[config.mk]
export PLATFORM = sky130hd
export DESIGN_NAME = ict_timer
export DESIGN_NICKNAME = d
export VERILOG_FILES = /design/src/ict_pkg.sv /design/src/ict_timer.sv /design/src/ict_adjust.sv
export VERILOG_INCLUDE_DIRS = /design/src
export SDC_FILE = /design/constraint.sdc
export NUM_CORES = 1
export LEC_CHECK = 0
export BUFFER_PORTS_ARGS = -buffer_cell sky130_fd_sc_hd__buf_4
export CAP_MARGIN = 20
export CORE_MARGIN = 8
export CORE_UTILIZATION = 50
export DETAILED_ROUTE_END_ITERATION = 8
export PLACE_DENSITY_LB_ADDON = 0.08
export SYNTH_ARGS = -nofsm -noshare
export SYNTH_HDL_FRONTEND = slang
export SYNTH_HIERARCHICAL = 1
export SYNTH_SLANG_ARGS = --single-unit
[constraint.sdc]
create_clock -name core_clk -period 19.75 [get_ports core_clk]
set_input_delay 1.975 -clock core_clk [delete_from_list [all_inputs] [get_ports core_clk]]
set_output_delay 1.975 -clock core_clk [all_outputs]
set_load 0.02 [all_outputs]
[src/ict_map.svh]
// timing constants, mode codes and field positions for the instruction cycle timer
// assumes a 250 MHz core clock; all figures are microcode timings of the sequencer
//
// What this block does
// [RULE1] microcode runs on a fixed 267 ns cycle; times are cycles times 267 ns; pacing rounds each cycle up to 67 core clocks (268 ns)
// [RULE2] both modes autodecrement PC: take 534 ns and one read fewer
// [RULE3] write-only or read-modify-write destination mode 07 or 17: same saving
// [RULE4] read-only or RMW destination mode 47 issues three reads, one under fetch
// [RULE5] read-only or RMW destination mode 57 issues four reads, one under fetch
// [RULE6] subroutine call with PC as link register is one cycle faster
// [RULE7] sign-dependent instruction adds one cycle when the source operand is negative
// [RULE8] source-mode-adjusted instructions are one cycle shorter for nonzero source mode
// [RULE9] division adds one cycle when the quotient is even
// [RULE10] division adds 534 ns when overflow is detected
// [RULE11] division to PC, source not 47/57: add 1335 ns and one read
// [RULE12] shifts add one cycle per bit position shifted
// [RULE13] combined shift left adds one cycle when source bits 15:6 nonzero
// [RULE14] combined shift right saves one cycle for a single position
// [RULE15] multiply or shift to PC, source not 47/57: add 1068 ns, one read
// [RULE16] total is base contributions plus every applicable correction, added together
`ifndef ICT_MAP_SVH
`define ICT_MAP_SVH

// ==========================================================
// clocking
`define ICT_UCYC_NS            267
`define ICT_CLK_NS             4
`define ICT_CLKS_PER_UCYC      ((`ICT_UCYC_NS + `ICT_CLK_NS - 1) / `ICT_CLK_NS)
`define ICT_CYC(ns)            ((ns) / `ICT_UCYC_NS)

// ==========================================================
// correction times
`define ICT_PCDEC_SAVE_NS      534
`define ICT_CALL_SAVE_NS       267
`define ICT_NEG_ADD_NS         267
`define ICT_SRCMODE_SAVE_NS    267
`define ICT_QEVEN_ADD_NS       267
`define ICT_DIVOVF_ADD_NS      534
`define ICT_DIVPC_ADD_NS       1335
`define ICT_SHIFT_ADD_NS       267
`define ICT_HIBITS_ADD_NS      267
`define ICT_ONESHIFT_SAVE_NS   267
`define ICT_MULPC_ADD_NS       1068

// ==========================================================
// mode/register codes and operand fields
`define ICT_MODE_07            6'h07
`define ICT_MODE_17            6'h0F
`define ICT_MODE_47            6'h27
`define ICT_MODE_57            6'h2F
`define ICT_PC_REG             3'h7
`define ICT_M47_READS          3'h3
`define ICT_M57_READS          3'h4
`define ICT_SIGN_BIT           15
`define ICT_HI_MSB             15
`define ICT_HI_LSB             6

`endif

[src/ict_pkg.sv]
// types shared by the instruction cycle timer and its correction unit
// assumes ict_map.svh supplies all numeric constants
package ict_pkg;

  typedef enum logic [2:0] {
    ICT_OP_OTHER,
    ICT_OP_SUBROUTINE_CALL,
    ICT_OP_MUL,
    ICT_OP_DIV,
    ICT_OP_ASH,
    ICT_OP_ASHC
  } ict_op_t;

  typedef enum logic [1:0] {
    ICT_DST_NONE,
    ICT_DST_RO,
    ICT_DST_WO,
    ICT_DST_RMW
  } ict_dkind_t;

  typedef enum logic [1:0] {
    ICT_S_IDLE,
    ICT_S_CALC,
    ICT_S_RUN,
    ICT_S_DONE
  } ict_state_t;

  typedef struct packed {
    ict_op_t     op;
    ict_dkind_t  dst_kind;
    logic [5:0]  src_mr;
    logic [5:0]  dst_mr;
    logic        link_is_pc;
    logic [15:0] src_val;
    logic        shift_left;
    logic [5:0]  shift_cnt;
    logic        quot_even;
    logic        overflow;
    logic [7:0]  base_cyc;
    logic [3:0]  base_rd;
  } ict_req_t;

  typedef struct packed {
    logic [8:0]  cycles;
    logic [3:0]  reads;
    logic [17:0] time_ns;
    logic [2:0]  dst_reads;
    logic        split_read;
  } ict_res_t;

endpackage : ict_pkg

[src/ict_timer.sv]
// instruction cycle timer: takes one instruction's tabulated base timing,
// applies every correction, then paces the microcode cycles on the core clock
// assumes the requester holds req stable only for the accepting cycle
`timescale 1ns/10ps
`include "ict_map.svh"

module ict_timer
  import ict_pkg::*;
(
  input  logic     core_clk,
  input  logic     rstn,
  input  logic     req_valid,
  input  ict_req_t req,
  output logic     req_ready,
  output logic     busy,
  output logic     ucyc_tick,
  output logic     done,
  output ict_res_t res
);

  localparam logic [6:0] DIV_LAST = 7'(`ICT_CLKS_PER_UCYC - 1);
  localparam logic [17:0] UCYC_NS = 18'(`ICT_UCYC_NS);

  // ==========================================================
  // state
  ict_state_t        state_q, state_d;
  ict_req_t          req_q, req_d;
  ict_res_t          res_q, res_d;
  logic [6:0]        div_q, div_d;
  logic [8:0]        ucyc_q, ucyc_d;
  logic signed [7:0] delta_cyc;
  logic signed [2:0] delta_rd;
  logic [2:0]        dst_rd;
  logic              split_rd;
  logic signed [9:0] tot_cyc;
  logic signed [5:0] tot_rd;

  ict_adjust u_adjust (
    .req       (req_q),
    .delta_cyc (delta_cyc),
    .delta_rd  (delta_rd),
    .dst_rd    (dst_rd),
    .split_rd  (split_rd)
  );

  // ==========================================================
  // totals
  // base and corrections simply add; a total below zero cannot occur for a
  // legal instruction, but is held at zero rather than wrapping
  always_comb begin
    tot_cyc = $signed({2'h0, req_q.base_cyc}) + 10'(delta_cyc);  // RULE16
    tot_rd  = $signed({2'h0, req_q.base_rd}) + 6'(delta_rd);
  end

  // ==========================================================
  // sequencer
  always_comb begin
    state_d   = state_q;
    req_d     = req_q;
    res_d     = res_q;
    div_d     = div_q;
    ucyc_d    = ucyc_q;
    ucyc_tick = 1'b0;
    case (state_q)
      ICT_S_IDLE: begin
        if (req_valid) begin
          req_d   = req;
          state_d = ICT_S_CALC;
        end
      end
      ICT_S_CALC: begin
        res_d.cycles     = tot_cyc[9] ? 9'h000 : tot_cyc[8:0];
        res_d.reads      = tot_rd[5] ? 4'h0 : tot_rd[3:0];
        res_d.time_ns    = 18'(res_d.cycles) * UCYC_NS;  // RULE1
        res_d.dst_reads  = dst_rd;
        res_d.split_read = split_rd;
        div_d            = 7'h00;
        ucyc_d           = 9'h000;
        state_d          = (res_d.cycles == 9'h000) ? ICT_S_DONE : ICT_S_RUN;
      end
      ICT_S_RUN: begin
        // one microcode cycle lasts a whole number of core clocks, rounded up
        if (div_q == DIV_LAST) begin  // RULE1
          ucyc_tick = 1'b1;
          div_d     = 7'h00;
          ucyc_d    = ucyc_q + 9'h001;
          if (ucyc_q + 9'h001 == res_q.cycles) begin
            state_d = ICT_S_DONE;
          end
        end else begin
          div_d = div_q + 7'h01;
        end
      end
      ICT_S_DONE: begin
        state_d = ICT_S_IDLE;
      end
      default: begin
        state_d = ICT_S_IDLE;
      end
    endcase
  end

  always_ff @(posedge core_clk) begin
    if (!rstn) begin
      state_q <= ICT_S_IDLE;
      req_q   <= '0;
      res_q   <= '0;
      div_q   <= 7'h00;
      ucyc_q  <= 9'h000;
    end else begin
      state_q <= state_d;
      req_q   <= req_d;
      res_q   <= res_d;
      div_q   <= div_d;
      ucyc_q  <= ucyc_d;
    end
  end

  assign req_ready = (state_q == ICT_S_IDLE);
  assign busy      = (state_q != ICT_S_IDLE);
  assign done      = (state_q == ICT_S_DONE);
  assign res       = res_q;

  logic calc;
  assign calc = (state_q == ICT_S_CALC);

  // ==========================================================
  // pacing monitor
  // counted apart from the divider, so the period checks do not lean on
  // the very counter that they guard
  logic [6:0] gap_q, gap_d;

  always_comb begin
    gap_d = gap_q + 7'h01;
    if ((state_q != ICT_S_RUN) || ucyc_tick) begin
      gap_d = 7'h00;
    end
  end

  always_ff @(posedge core_clk) begin
    if (!rstn) begin
      gap_q <= 7'h00;
    end else begin
      gap_q <= gap_d;
    end
  end
endmodule : ict_timer

[src/ict_adjust.sv]
// correction unit: signed cycle and read corrections for one instruction
// purely combinational; inputs are held stable by the sequencer while used
`timescale 1ns/10ps
`include "ict_map.svh"

module ict_adjust
  import ict_pkg::*;
(
  input  ict_req_t          req,
  output logic signed [7:0] delta_cyc,
  output logic signed [2:0] delta_rd,
  output logic [2:0]        dst_rd,
  output logic              split_rd
);

  localparam logic signed [7:0] PCDEC   = 8'(`ICT_CYC(`ICT_PCDEC_SAVE_NS));
  localparam logic signed [7:0] CALLS   = 8'(`ICT_CYC(`ICT_CALL_SAVE_NS));
  localparam logic signed [7:0] NEGA    = 8'(`ICT_CYC(`ICT_NEG_ADD_NS));
  localparam logic signed [7:0] SRCS    = 8'(`ICT_CYC(`ICT_SRCMODE_SAVE_NS));
  localparam logic signed [7:0] QEVA    = 8'(`ICT_CYC(`ICT_QEVEN_ADD_NS));
  localparam logic signed [7:0] OVFA    = 8'(`ICT_CYC(`ICT_DIVOVF_ADD_NS));
  localparam logic signed [7:0] DIVPCA  = 8'(`ICT_CYC(`ICT_DIVPC_ADD_NS));
  localparam logic signed [7:0] SHFA    = 8'(`ICT_CYC(`ICT_SHIFT_ADD_NS));
  localparam logic signed [7:0] HIA     = 8'(`ICT_CYC(`ICT_HIBITS_ADD_NS));
  localparam logic signed [7:0] ONES    = 8'(`ICT_CYC(`ICT_ONESHIFT_SAVE_NS));
  localparam logic signed [7:0] MULPCA  = 8'(`ICT_CYC(`ICT_MULPC_ADD_NS));

  // source deferred through PC-relative modes suppresses the PC-destination penalty
  function automatic logic src_pc_indirect(input logic [5:0] mr);
    src_pc_indirect = (mr == `ICT_MODE_47) || (mr == `ICT_MODE_57);
  endfunction : src_pc_indirect

  logic dst_is_pc;
  logic shifter;
  logic dst_reads_more;

  assign dst_is_pc      = (req.dst_mr[2:0] == `ICT_PC_REG);
  assign shifter        = (req.op == ICT_OP_ASH) || (req.op == ICT_OP_ASHC);
  assign dst_reads_more = (req.dst_kind == ICT_DST_RO) || (req.dst_kind == ICT_DST_RMW);

  always_comb begin
    delta_cyc = 8'sh00;
    delta_rd  = 3'sh0;
    dst_rd    = 3'h0;
    split_rd  = 1'b0;
    // the two saving cases are alternatives of one saving, never stacked
    if (((req.src_mr == `ICT_MODE_47) && (req.dst_mr == `ICT_MODE_47)) ||  // RULE2
        (((req.dst_kind == ICT_DST_WO) || (req.dst_kind == ICT_DST_RMW)) &&
         ((req.dst_mr == `ICT_MODE_07) || (req.dst_mr == `ICT_MODE_17)))) begin  // RULE3
      delta_cyc = delta_cyc - PCDEC;
      delta_rd  = delta_rd - 3'sh1;
    end
    if (dst_reads_more && (req.dst_mr == `ICT_MODE_47)) begin  // RULE4
      dst_rd   = `ICT_M47_READS;
      split_rd = 1'b1;
    end
    if (dst_reads_more && (req.dst_mr == `ICT_MODE_57)) begin  // RULE5
      dst_rd   = `ICT_M57_READS;
      split_rd = 1'b1;
    end
    if ((req.op == ICT_OP_SUBROUTINE_CALL) && req.link_is_pc) begin
      delta_cyc = delta_cyc - CALLS;  // RULE6
    end
    if ((req.op == ICT_OP_MUL) && req.src_val[`ICT_SIGN_BIT]) begin
      delta_cyc = delta_cyc + NEGA;  // RULE7
    end
    if (req.op == ICT_OP_DIV) begin
      if (req.src_mr[5:3] != 3'h0) begin
        delta_cyc = delta_cyc - SRCS;  // RULE8
      end
      if (req.quot_even) begin
        delta_cyc = delta_cyc + QEVA;  // RULE9
      end
      if (req.overflow) begin
        delta_cyc = delta_cyc + OVFA;  // RULE10
      end
      if (dst_is_pc && !src_pc_indirect(req.src_mr)) begin
        delta_cyc = delta_cyc + DIVPCA;  // RULE11
        delta_rd  = delta_rd + 3'sh1;
      end
    end
    if (shifter) begin
      delta_cyc = delta_cyc + SHFA * $signed({2'h0, req.shift_cnt});  // RULE12
    end
    if (req.op == ICT_OP_ASHC) begin
      if (req.shift_left && (req.src_val[`ICT_HI_MSB:`ICT_HI_LSB] != 10'h000)) begin
        delta_cyc = delta_cyc + HIA;  // RULE13
      end
      if (!req.shift_left && (req.shift_cnt == 6'h01)) begin
        delta_cyc = delta_cyc - ONES;  // RULE14
      end
    end
    if ((shifter || (req.op == ICT_OP_MUL)) && dst_is_pc && !src_pc_indirect(req.src_mr)) begin
      delta_cyc = delta_cyc + MULPCA;  // RULE15
      delta_rd  = delta_rd + 3'sh1;
    end
  end

endmodule : ict_adjust

### Word level (Yosys, flattened, before mapping)

Cells that the tools add are included.

* bits of input ports: 58
* RAM bits: 0
* bits in read-only memories: 0
* word-level logic and storage cells: 128
* memories kept: 0
* bits in latches: 0
* bits in registers: 108

* reduce and logical (&&, ||, !) cells: 29
* shift-type cells: 0
* multiply operators: 1
* $lt $le $gt $ge: 0
* bitwise gates (word level): 0
* eq/ne operators: 24
* div/mod/pow operators: 0
* $add $sub $neg: 16
* multiplexer cells: 38

Operators by type and width (count)
* 8-bit 2-to-1 mux: 17
* 8-bit by 2-bit adder with 8-bit output, second input constant: 3
* 6-bit == test, second input constant: 4
* 8-bit by 2-bit subtractor with 8-bit output, second input constant: 3
* 9-bit by 9-bit multiplier with 18-bit output, second input constant: 1
* 9-bit 2-to-1 mux: 2
* 9-bit one-hot mux with 2 select lines: 1
* 8-bit by 4-bit adder with 8-bit output, second input constant: 2
* 3-bit 2-to-1 mux: 5
* 7-bit one-hot mux with 2 select lines: 1
* 1-bit logical AND: 11
* 9-bit by 8-bit adder with 10-bit output: 1
* 10-bit nonzero test: 1
* 9-bit by 1-bit adder with 9-bit output, second input constant: 1
* 3-bit == test, second input constant: 3
* 9-bit == test: 1
* 9-bit zero test: 1
* 8-bit by 3-bit adder with 8-bit output, second input constant: 1
* 8-bit by 7-bit adder with 8-bit output: 1
* 2-bit == test, second input constant: 4
* 2-bit 2-to-1 mux: 4
* 2-bit one-hot mux with 4 select lines: 1
* 7-bit by 1-bit adder with 7-bit output, second input constant: 1
* 7-bit == test, second input constant: 1
* other kinds (19): 37

### Depth between registers and ports, before layout

Gate-level depths: netlist of the first run.

* depth in word-level cells: 36
* depth in mapped cells: 57
* mapped depth without buffers: 56

### Cells and area by module

The synthesis of the first run kept the hierarchy.

By module, submodules not included
* ict_timer: cells an instance 725, area an instance 6032.0 um^2, instances 1
* ict_adjust: cells an instance 298, area an instance 2138.3 um^2, instances 1

### Worst setup path after synthesis of the first run

Ideal clock, no wire load.

* path type: reg-to-reg
* start point: register req_q[43] (netlist name)
* end point: register res_q (netlist bit res[20])
* library setup time: 0.132 ns
* arrival time: 11.438 ns
* required time: 19.618 ns
* stages on the path, launching flop included: 57
* clock period less this slack: 11.571 ns
* path buffers: 1
* setup slack: 8.179 ns
* path through: dfxtp_1 > or3b_4 > nor4_2 > nor2_1 > ha_1 > nand2b_1 > nor2_1 > nor2_1 > ha_1 > nand2_1 > xnor2_1 > mux2_2 > and3_1 > inv_1 > ha_1 > nor2b_1 > a31oi_1 > and2_1 > (+21 left out) > or2_1 > clkbuf_1 > o211a_1 > ha_1 > ha_1 > ha_1 > inv_1 > fa_1 > inv_1 > ha_1 > fa_1 > a211oi_1 > o21a_1 > o31ai_1 > maj3_1 > a311o_1 > nand3_1 > a21oi_1

* word-level cells in the longest chain between the ends: 34
* elaborated cells on any way between the ends: 37
* those cells by class: add/sub (11); mul (1); eq/ne (3); mux (18); reduce/logical (4)

RTL lines
* from (decl): RTL line ict_timer.sv:27 `ict_req_t req_q, req_d;`
* from (signal assigned): RTL line ict_timer.sv:112 `req_q <= req_d;`
* 6-bit by 3-bit == test with 1-bit output (no source line) or 6-bit by 4-bit == test with 1-bit output (tied branches)
* 1-bit logical OR: RTL line ict_adjust.sv:49 `` ((req.dst_mr == `ICT_MODE_07) || (req.dst_mr == `ICT_MODE_17)))) begin ``
* 1-bit logical AND: RTL line ict_adjust.sv:48 `(((req.dst_kind == ICT_DST_WO) || (req.dst_kind == ICT_DST_RMW)) &&`
* 1-bit logical OR (*): RTL line ict_adjust.sv:47 `` if (((req.src_mr == `ICT_MODE_47) && (req.dst_mr == `ICT_MODE_47)) || ``
* 8-bit 2-to-1 mux (*): RTL line ict_adjust.sv:47
* 8-bit by 2-bit subtractor with 8-bit output: RTL line ict_adjust.sv:62 `delta_cyc = delta_cyc - CALLS;`
* 8-bit 2-to-1 mux (*): RTL line ict_adjust.sv:61 `if ((req.op == ICT_OP_SUBROUTINE_CALL) && req.link_is_pc) begin`
* 8-bit by 2-bit adder with 8-bit output: RTL line ict_adjust.sv:65 `delta_cyc = delta_cyc + NEGA;`
* (+19 left out)
* 8-bit 2-to-1 mux: RTL line ict_adjust.sv:89 `if (!req.shift_left && (req.shift_cnt == 6'h01)) begin`
* 8-bit 2-to-1 mux (*): RTL line ict_adjust.sv:85 `if (req.op == ICT_OP_ASHC) begin`
* 8-bit by 4-bit adder with 8-bit output: RTL line ict_adjust.sv:94 `delta_cyc = delta_cyc + MULPCA;`
* 8-bit 2-to-1 mux (*): RTL line ict_adjust.sv:93 `if ((shifter || (req.op == ICT_OP_MUL)) && dst_is_pc && !src_pc_indirect(req.src_mr)) begin`
* net delta_cyc[7]: RTL line ict_timer.sv:31 `logic signed [7:0] delta_cyc;`
* 9-bit by 8-bit adder with 10-bit output (*): RTL line ict_timer.sv:51 `tot_cyc = $signed({2'h0, req_q.base_cyc}) + 10'(delta_cyc);`
* 9-bit 2-to-1 mux (*): RTL line ict_timer.sv:72 `res_d.cycles = tot_cyc[9] ? 9'h000 : tot_cyc[8:0];`
* 9-bit by 9-bit multiplier with 18-bit output (*): RTL line ict_timer.sv:74 `res_d.time_ns = 18'(res_d.cycles) * UCYC_NS;`
* to (signal assigned): RTL line ict_timer.sv:113 `res_q <= res_d;`
* to (decl): RTL line ict_timer.sv:28 `ict_res_t res_q, res_d;`

Mark *: on every way through the listed nets, which the timed path passes. The rest lies on a longest branch. The select of a mux whose other input is x is not followed.
A chain may end at the register's enable or synchronous reset.

### Final worst setup path of the first run

* start point: register req_q[49] (netlist name)
* end point: register res_q (netlist bit res[20])

* word-level cells in the longest chain between the ends: 33
* elaborated cells on any way between the ends: 39
* those cells by class: add/sub (11); mul (1); eq/ne (2); mux (18); reduce/logical (7)

RTL lines
* 6-bit == test (no source line)
* 1-bit logical AND: RTL line ict_adjust.sv:47
* 1-bit logical OR: RTL line ict_adjust.sv:47
* 8-bit 2-to-1 mux: RTL line ict_adjust.sv:47
* 8-bit by 2-bit subtractor with 8-bit output: RTL line ict_adjust.sv:62
* 8-bit 2-to-1 mux: RTL line ict_adjust.sv:61
* 8-bit by 2-bit adder with 8-bit output: RTL line ict_adjust.sv:65
* 8-bit 2-to-1 mux: RTL line ict_adjust.sv:64 `` if ((req.op == ICT_OP_MUL) && req.src_val[`ICT_SIGN_BIT]) begin ``
* (+18 left out)
* 8-bit 2-to-1 mux: RTL line ict_adjust.sv:89
* 8-bit 2-to-1 mux: RTL line ict_adjust.sv:85
* 8-bit by 4-bit adder with 8-bit output: RTL line ict_adjust.sv:94
* 8-bit 2-to-1 mux (*): RTL line ict_adjust.sv:93
* net delta_cyc[7]: RTL line ict_timer.sv:31
* 9-bit by 8-bit adder with 10-bit output (*): RTL line ict_timer.sv:51
* 9-bit 2-to-1 mux (*): RTL line ict_timer.sv:72
* 9-bit by 9-bit multiplier with 18-bit output (*): RTL line ict_timer.sv:74

Marked as above.

==> results of run 1 <==
## critical path, delay by kind of cell (launching register included)
family,cells,cell delay [ps]
simple gates,19,3800
compound gates,16,3890
flops,1,390
xor+xnor,3,570
buf+inv,4,250
fa+ha+maj,12,3880
mux,1,390
## registers in the layout (all words and copies together), names as in the netlist
register	flops
state_q	2
req_q	49
res	34
ucyc_q	9
div_q	7
## stage by stage
stage | util, % | instances | cell area [um2] | hold WS [ps] | total power [W]
after floorplan | - | 999 | 7980 | 431 | 0.000661
final | 57.4 | 1279 | 9030 | 453 | 0.000968
after global placement | 55.5 | 1263 | 8720 | 440 | 0.000787
after global routing | 57.4 | 1279 | 9030 | 470 | 0.00105
after detailed placement | 55.5 | 1263 | 8720 | 443 | 0.000791
after CTS | 57.4 | 1279 | 9030 | 454 | 0.000981
## how the worst max path moves through the flow
stage | start | to | slack (ps) | depth (start not counted)
6_report | req_q[49] | res[20] | 6420 | 55
3_3_place_gp | req_q[49] | res[20] | 6680 | 55
5_1_grt | req_q[49] | res[20] | 5510 | 52
2_1_floorplan | req_q[43] | res[20] | 8180 | 56
3_5_place_dp | req_q[49] | res[20] | 6630 | 55
4_1_cts | req_q[49] | res[20] | 6540 | 55
## layout make-up
cell class / count / area (um2) / share of cell area (%)
Clock inverter: 7 / 80.1 / 0.887
Tap cell: 216 / 270 / 2.99
Multi-Input combinational cell: 784 / 5470 / 60.6
Sequential cell: 101 / 2020 / 22.4
Timing Repair Buffer: 94 / 706 / 7.82
Inverter: 68 / 255 / 2.83
Clock buffer: 9 / 225 / 2.50
## power breakdown
part           switching, W  internal [W]  leakage (nW)  total [W]
clock network     0.0000854      0.000100         0.148   0.000186
registers         0.0000326      0.000240         0.823   0.000273
logic              0.000304      0.000206          3.12   0.000510
## layer usage
metal  global-route usage (%)  vias to the layer above  wire length [um]
met1                     23.3                     3233              8800
met4                     4.98                        0               308
li1                         -                     3594                 -
met5                        0                        -                 0
met3                     3.25                       24               512
met2                     34.8                      110              9850
==> impl_metrics.tcl, run 1 <==
set metrics [dict create \
    fin_skew_ps 7.19 \
    clkTransAtPathRegs_ps 70 \
    p_per_area_nw_per_um2 107 \
    crit_path_max_incr_delay_ps 560 \
    status "completed" \
    drt_iter0_markers 330 \
    worst-endpoint-required_ps 19950 \
    worst_slew_pin_slew_ps 918 \
    synth_nets 1150 \
    dieArea_um2 20200 \
    rows 46 \
    ir_drop_v 0.000114 \
    slowest_stage "nor4_2" \
    criticalPathCategory "register to register" \
    hold_class "register to register" \
    grt-ovfl-total 0 \
    holdPathStages 2 \
    worstSetupEndpointType "register" \
    period_needed_ps 13330 \
    slew_violations 0 \
    remaining_drc_errors 0 \
    layout_worst_path_cycle_share_pct 67.5 \
    worst_slack_ps 6420 \
    dpl_worst_slack_ps 6630 \
    gp_congestion 0.887 \
    cts_root_buffer "clkbuf_16" \
    drive_above_1_share_pct 14.1 \
    post_cts_buffers 0 \
    syn-cell-area_um2 7980 \
    setup_viol 0 \
    clock_latency_ps 350 \
    p_leak_nw 4.09 \
    r2r_start "req_q[49]" \
    grt.total_usage_pct 19.4 \
    worst_ep_arrival_time_ps 13540 \
    cts_tree "built" \
    netlist_instances 999 \
    hold_end "req_q[51]" \
    ios 97 \
    rsz0062_at_grt "false" \
    critPathMaxFanout 12 \
    antenna_left 0 \
    grt_antenna_before_repair 0 \
    first_global_vias 6654 \
    cap_violations 0 \
    max_slew_margin_pct 38.0 \
    hold_buffers 0 \
    initial_core_util_pct 50.8 \
    min_from "req_q[51]" \
    viasPerCell 5.44 \
    ys_warn_count 6 \
    mostFrequentLayoutCell "nand2_1" \
    chipWidth_um 142 \
    area_growth_pct 13.2 \
    vias 6961 \
    wirelength_um 19500 \
    syn_area_per_cell_um2 7.98 \
    reg2reg_depth 55 \
    grt_max_degree 55 \
    fp.dieH_um 142 \
    timing.critical_path.mode_cell "ha_1" \
    final_cell_mix "nand2_1, dfxtp_1, buf_4" \
    core_um2 15700 \
    clk_path_buf_depth 2 \
    grt_pass1_wl_um 31900 \
    cts_resized 0 \
    regToRegSetupSlack_ps 6420 \
    dp_hpwl_um 14900 \
    startpoint_type "register" \
    wl_per_cell_um 15.2 \
    fin_tns_setup_ps 0 \
    diodes 0 \
    fmax_mhz 75.0 \
    r2r_end "res[20]" \
    final_nets 1209 \
    cts_buffers 9 \
    htreeDepth 3 \
    hold_viol 0 \
    first_pass_iters 4 \
    clock_sinks 101 \
    nFillCells 1555 \
    portBuffers 90 \
]
(Power assumes the default switching activity.)
==> run 2: changes to the inputs <==
==> constraint.sdc (replaced) <==
create_clock -name core_clk -period 13.9 [get_ports core_clk]
set_input_delay 1.39 -clock core_clk [delete_from_list [all_inputs] [get_ports core_clk]]
set_output_delay 1.39 -clock core_clk [all_outputs]
set_load 0.02 [all_outputs]
==> run 2 against run 1 <==
Against the previous run: register-to-register slack worse by 5600 ps; sequential share of layout area is essentially flat; utilization increased by 0.12 points; first-iteration DRC count grew 9.7%; sequential power rose by 42%; die area did not move; worst hold slack improved by 3.7 ps; final cell count unchanged; largest cell class unchanged.
==> impl_metrics.tcl, run 2 (synthesized netlist as in run 1, its figures left out) <==
set metrics [dict create \
    worstSetupEndpointType "register" \
    final_util_pct 57.6 \
    wirelength_um 20000 \
    final_cells 1279 \
    r2r_end "res[20]" \
    final_cell_area_um2 9040 \
    viasPerCell 5.54 \
    rows 46 \
    cts_tree "built" \
    nFillCells 1542 \
    first_pass_iters 5 \
    fin_tns_setup_ps 0 \
    clk_path_buf_depth 2 \
    combPwrFrac_pct 53.1 \
    worst_ep_arrival_time_ps 13340 \
    fmax_mhz 76.2 \
    hold_viol 0 \
    first_global_vias 6704 \
    dpl.cell_count 1263 \
    p_leak_nw 4.10 \
    startpoint_type "register" \
    grt_pass1_wl_um 32900 \
    r2r_start "req_q[47]" \
    hold_class "register to register" \
    gp_congestion 0.909 \
    post_cts_buffers 0 \
    remaining_drc_errors 0 \
    slew_violations 0 \
    cts_root_buffer "clkbuf_16" \
    multiInputGateArea_um2 5490 \
    fin_skew_ps 11.6 \
    clkPwrFrac_pct 18.8 \
    grt_max_degree 55 \
    drt_iter0_markers 362 \
    mostFrequentLayoutCell "nand2_1" \
    swShare_pct 44.6 \
    seq_power_share_pct 28.1 \
    placed_cell_area_um2 8720 \
    dieArea_um2 20200 \
    grt.total_usage_pct 19.9 \
    ios 97 \
    criticalPathCategory "register to register" \
    dp_hpwl_um 15200 \
    worst_slew_pin_slew_ps 969 \
    fp.dieH_um 142 \
    status "completed" \
    diodes 0 \
    reg2reg_depth 55 \
    worst-endpoint-required_ps 14110 \
    p_per_area_nw_per_um2 152 \
    period_needed_ps 13130 \
    clock_latency_ps 360 \
    clock_sinks 101 \
    regToRegSetupSlack_ps 770 \
    intPower_w 0.000763 \
    initial_core_util_pct 50.8 \
    hold_end "req_q[35]" \
    core_um2 15700 \
    cts_resized 0 \
    portBuffers 90 \
    final_nets 1209 \
    critPathMaxFanout 12 \
    crit_path_max_incr_delay_ps 530 \
    vias 7083 \
    final_cell_mix "nand2_1, dfxtp_1, buf_4" \
    hold_buffers 0 \
    largest_reg_flops 49 \
    slowest_stage "fa_1" \
    holdPathStages 2 \
    ir_drop_v 0.000167 \
    setup_viol 0 \
    regMostFlops "req_q" \
    min_from "req_q[35]" \
    cts_buffers 9 \
    chipWidth_um 142 \
    cap_violations 0 \
    grt-ovfl-total 0 \
    max_slew_margin_pct 34.5 \
    grt_antenna_before_repair 0 \
    p_sw_w 0.000615 \
    wl_per_cell_um 15.6 \
    antenna_left 0 \
    timing.critical_path.mode_cell "ha_1" \
    drive_above_1_share_pct 14.3 \
    clkTransAtPathRegs_ps 80 \
    regArea_um2 2020 \
    area_growth_pct 13.4 \
    htreeDepth 3 \
    layout_worst_path_cycle_share_pct 94.4 \
]
[run 2: worst max path at each step]
stage / to / depth (start not counted) / slack, ps / start
after CTS: res[20] / 55 / 730 / req_q[49]
final: res[20] / 55 / 770 / req_q[47]
after floorplan: res[20] / 56 / 2330 / req_q[43]
after detailed placement: res[20] / 55 / 780 / req_q[49]
after global placement: res[20] / 55 / 950 / req_q[49]
after global routing: res[20] / 55 / -20 / req_q[49]
[run 2: metal layers]
metal	up-vias	share of wire, %	GRT usage, %
li1	3623	-	-
met1	3320	44	23.9
met2	111	51	35.9
met3	29	2.6	2.92
met4	0	1.9	6.10
met5	-	0	0
[run 2: worst max-delay path, delay by kind of cell (launching register included)]
kind,cells,cell delay [ps]
buffers and inverters,4,260
AND/OR/NAND/NOR,20,4000
XOR/XNOR,3,520
multiplexers,1,400
adder cells (fa/ha/maj),12,3870
AO/OA/AOI/OAI,15,3570
flip-flops,1,340
[run 2: stage by stage]
stage / hold WS (ps) / worst slack, ps / power [W]
after global routing: 477 / -16.7 / 0.00150
final: 457 / 772 / 0.00138
after global placement: 442 / 948 / 0.00112
after CTS: 455 / 729 / 0.00139
after floorplan: 431 / 2330 / 0.000939
after detailed placement: 445 / 782 / 0.00113
[run 2: area by class of cell]
cell class	instances	share of cell area, %
Clock buffer	9	2.49
Clock inverter	7	0.858
Inverter	68	2.82
Multi-Input combinational cell	784	60.7
Sequential cell	101	22.4
Tap cell	216	2.99
Timing Repair Buffer	94	7.80
[run 2: power by group through the flow]
stage / registers (W) / clock network, W / logic [W]
2_1_floorplan: 0.000405 / 0 / 0.000534
3_3_place_gp: 0.000394 / 0 / 0.000724
3_5_place_dp: 0.000394 / 0 / 0.000732
4_1_cts: 0.000388 / 0.000267 / 0.000738
5_1_grt: 0.000396 / 0.000279 / 0.000822
6_report: 0.000387 / 0.000258 / 0.000732
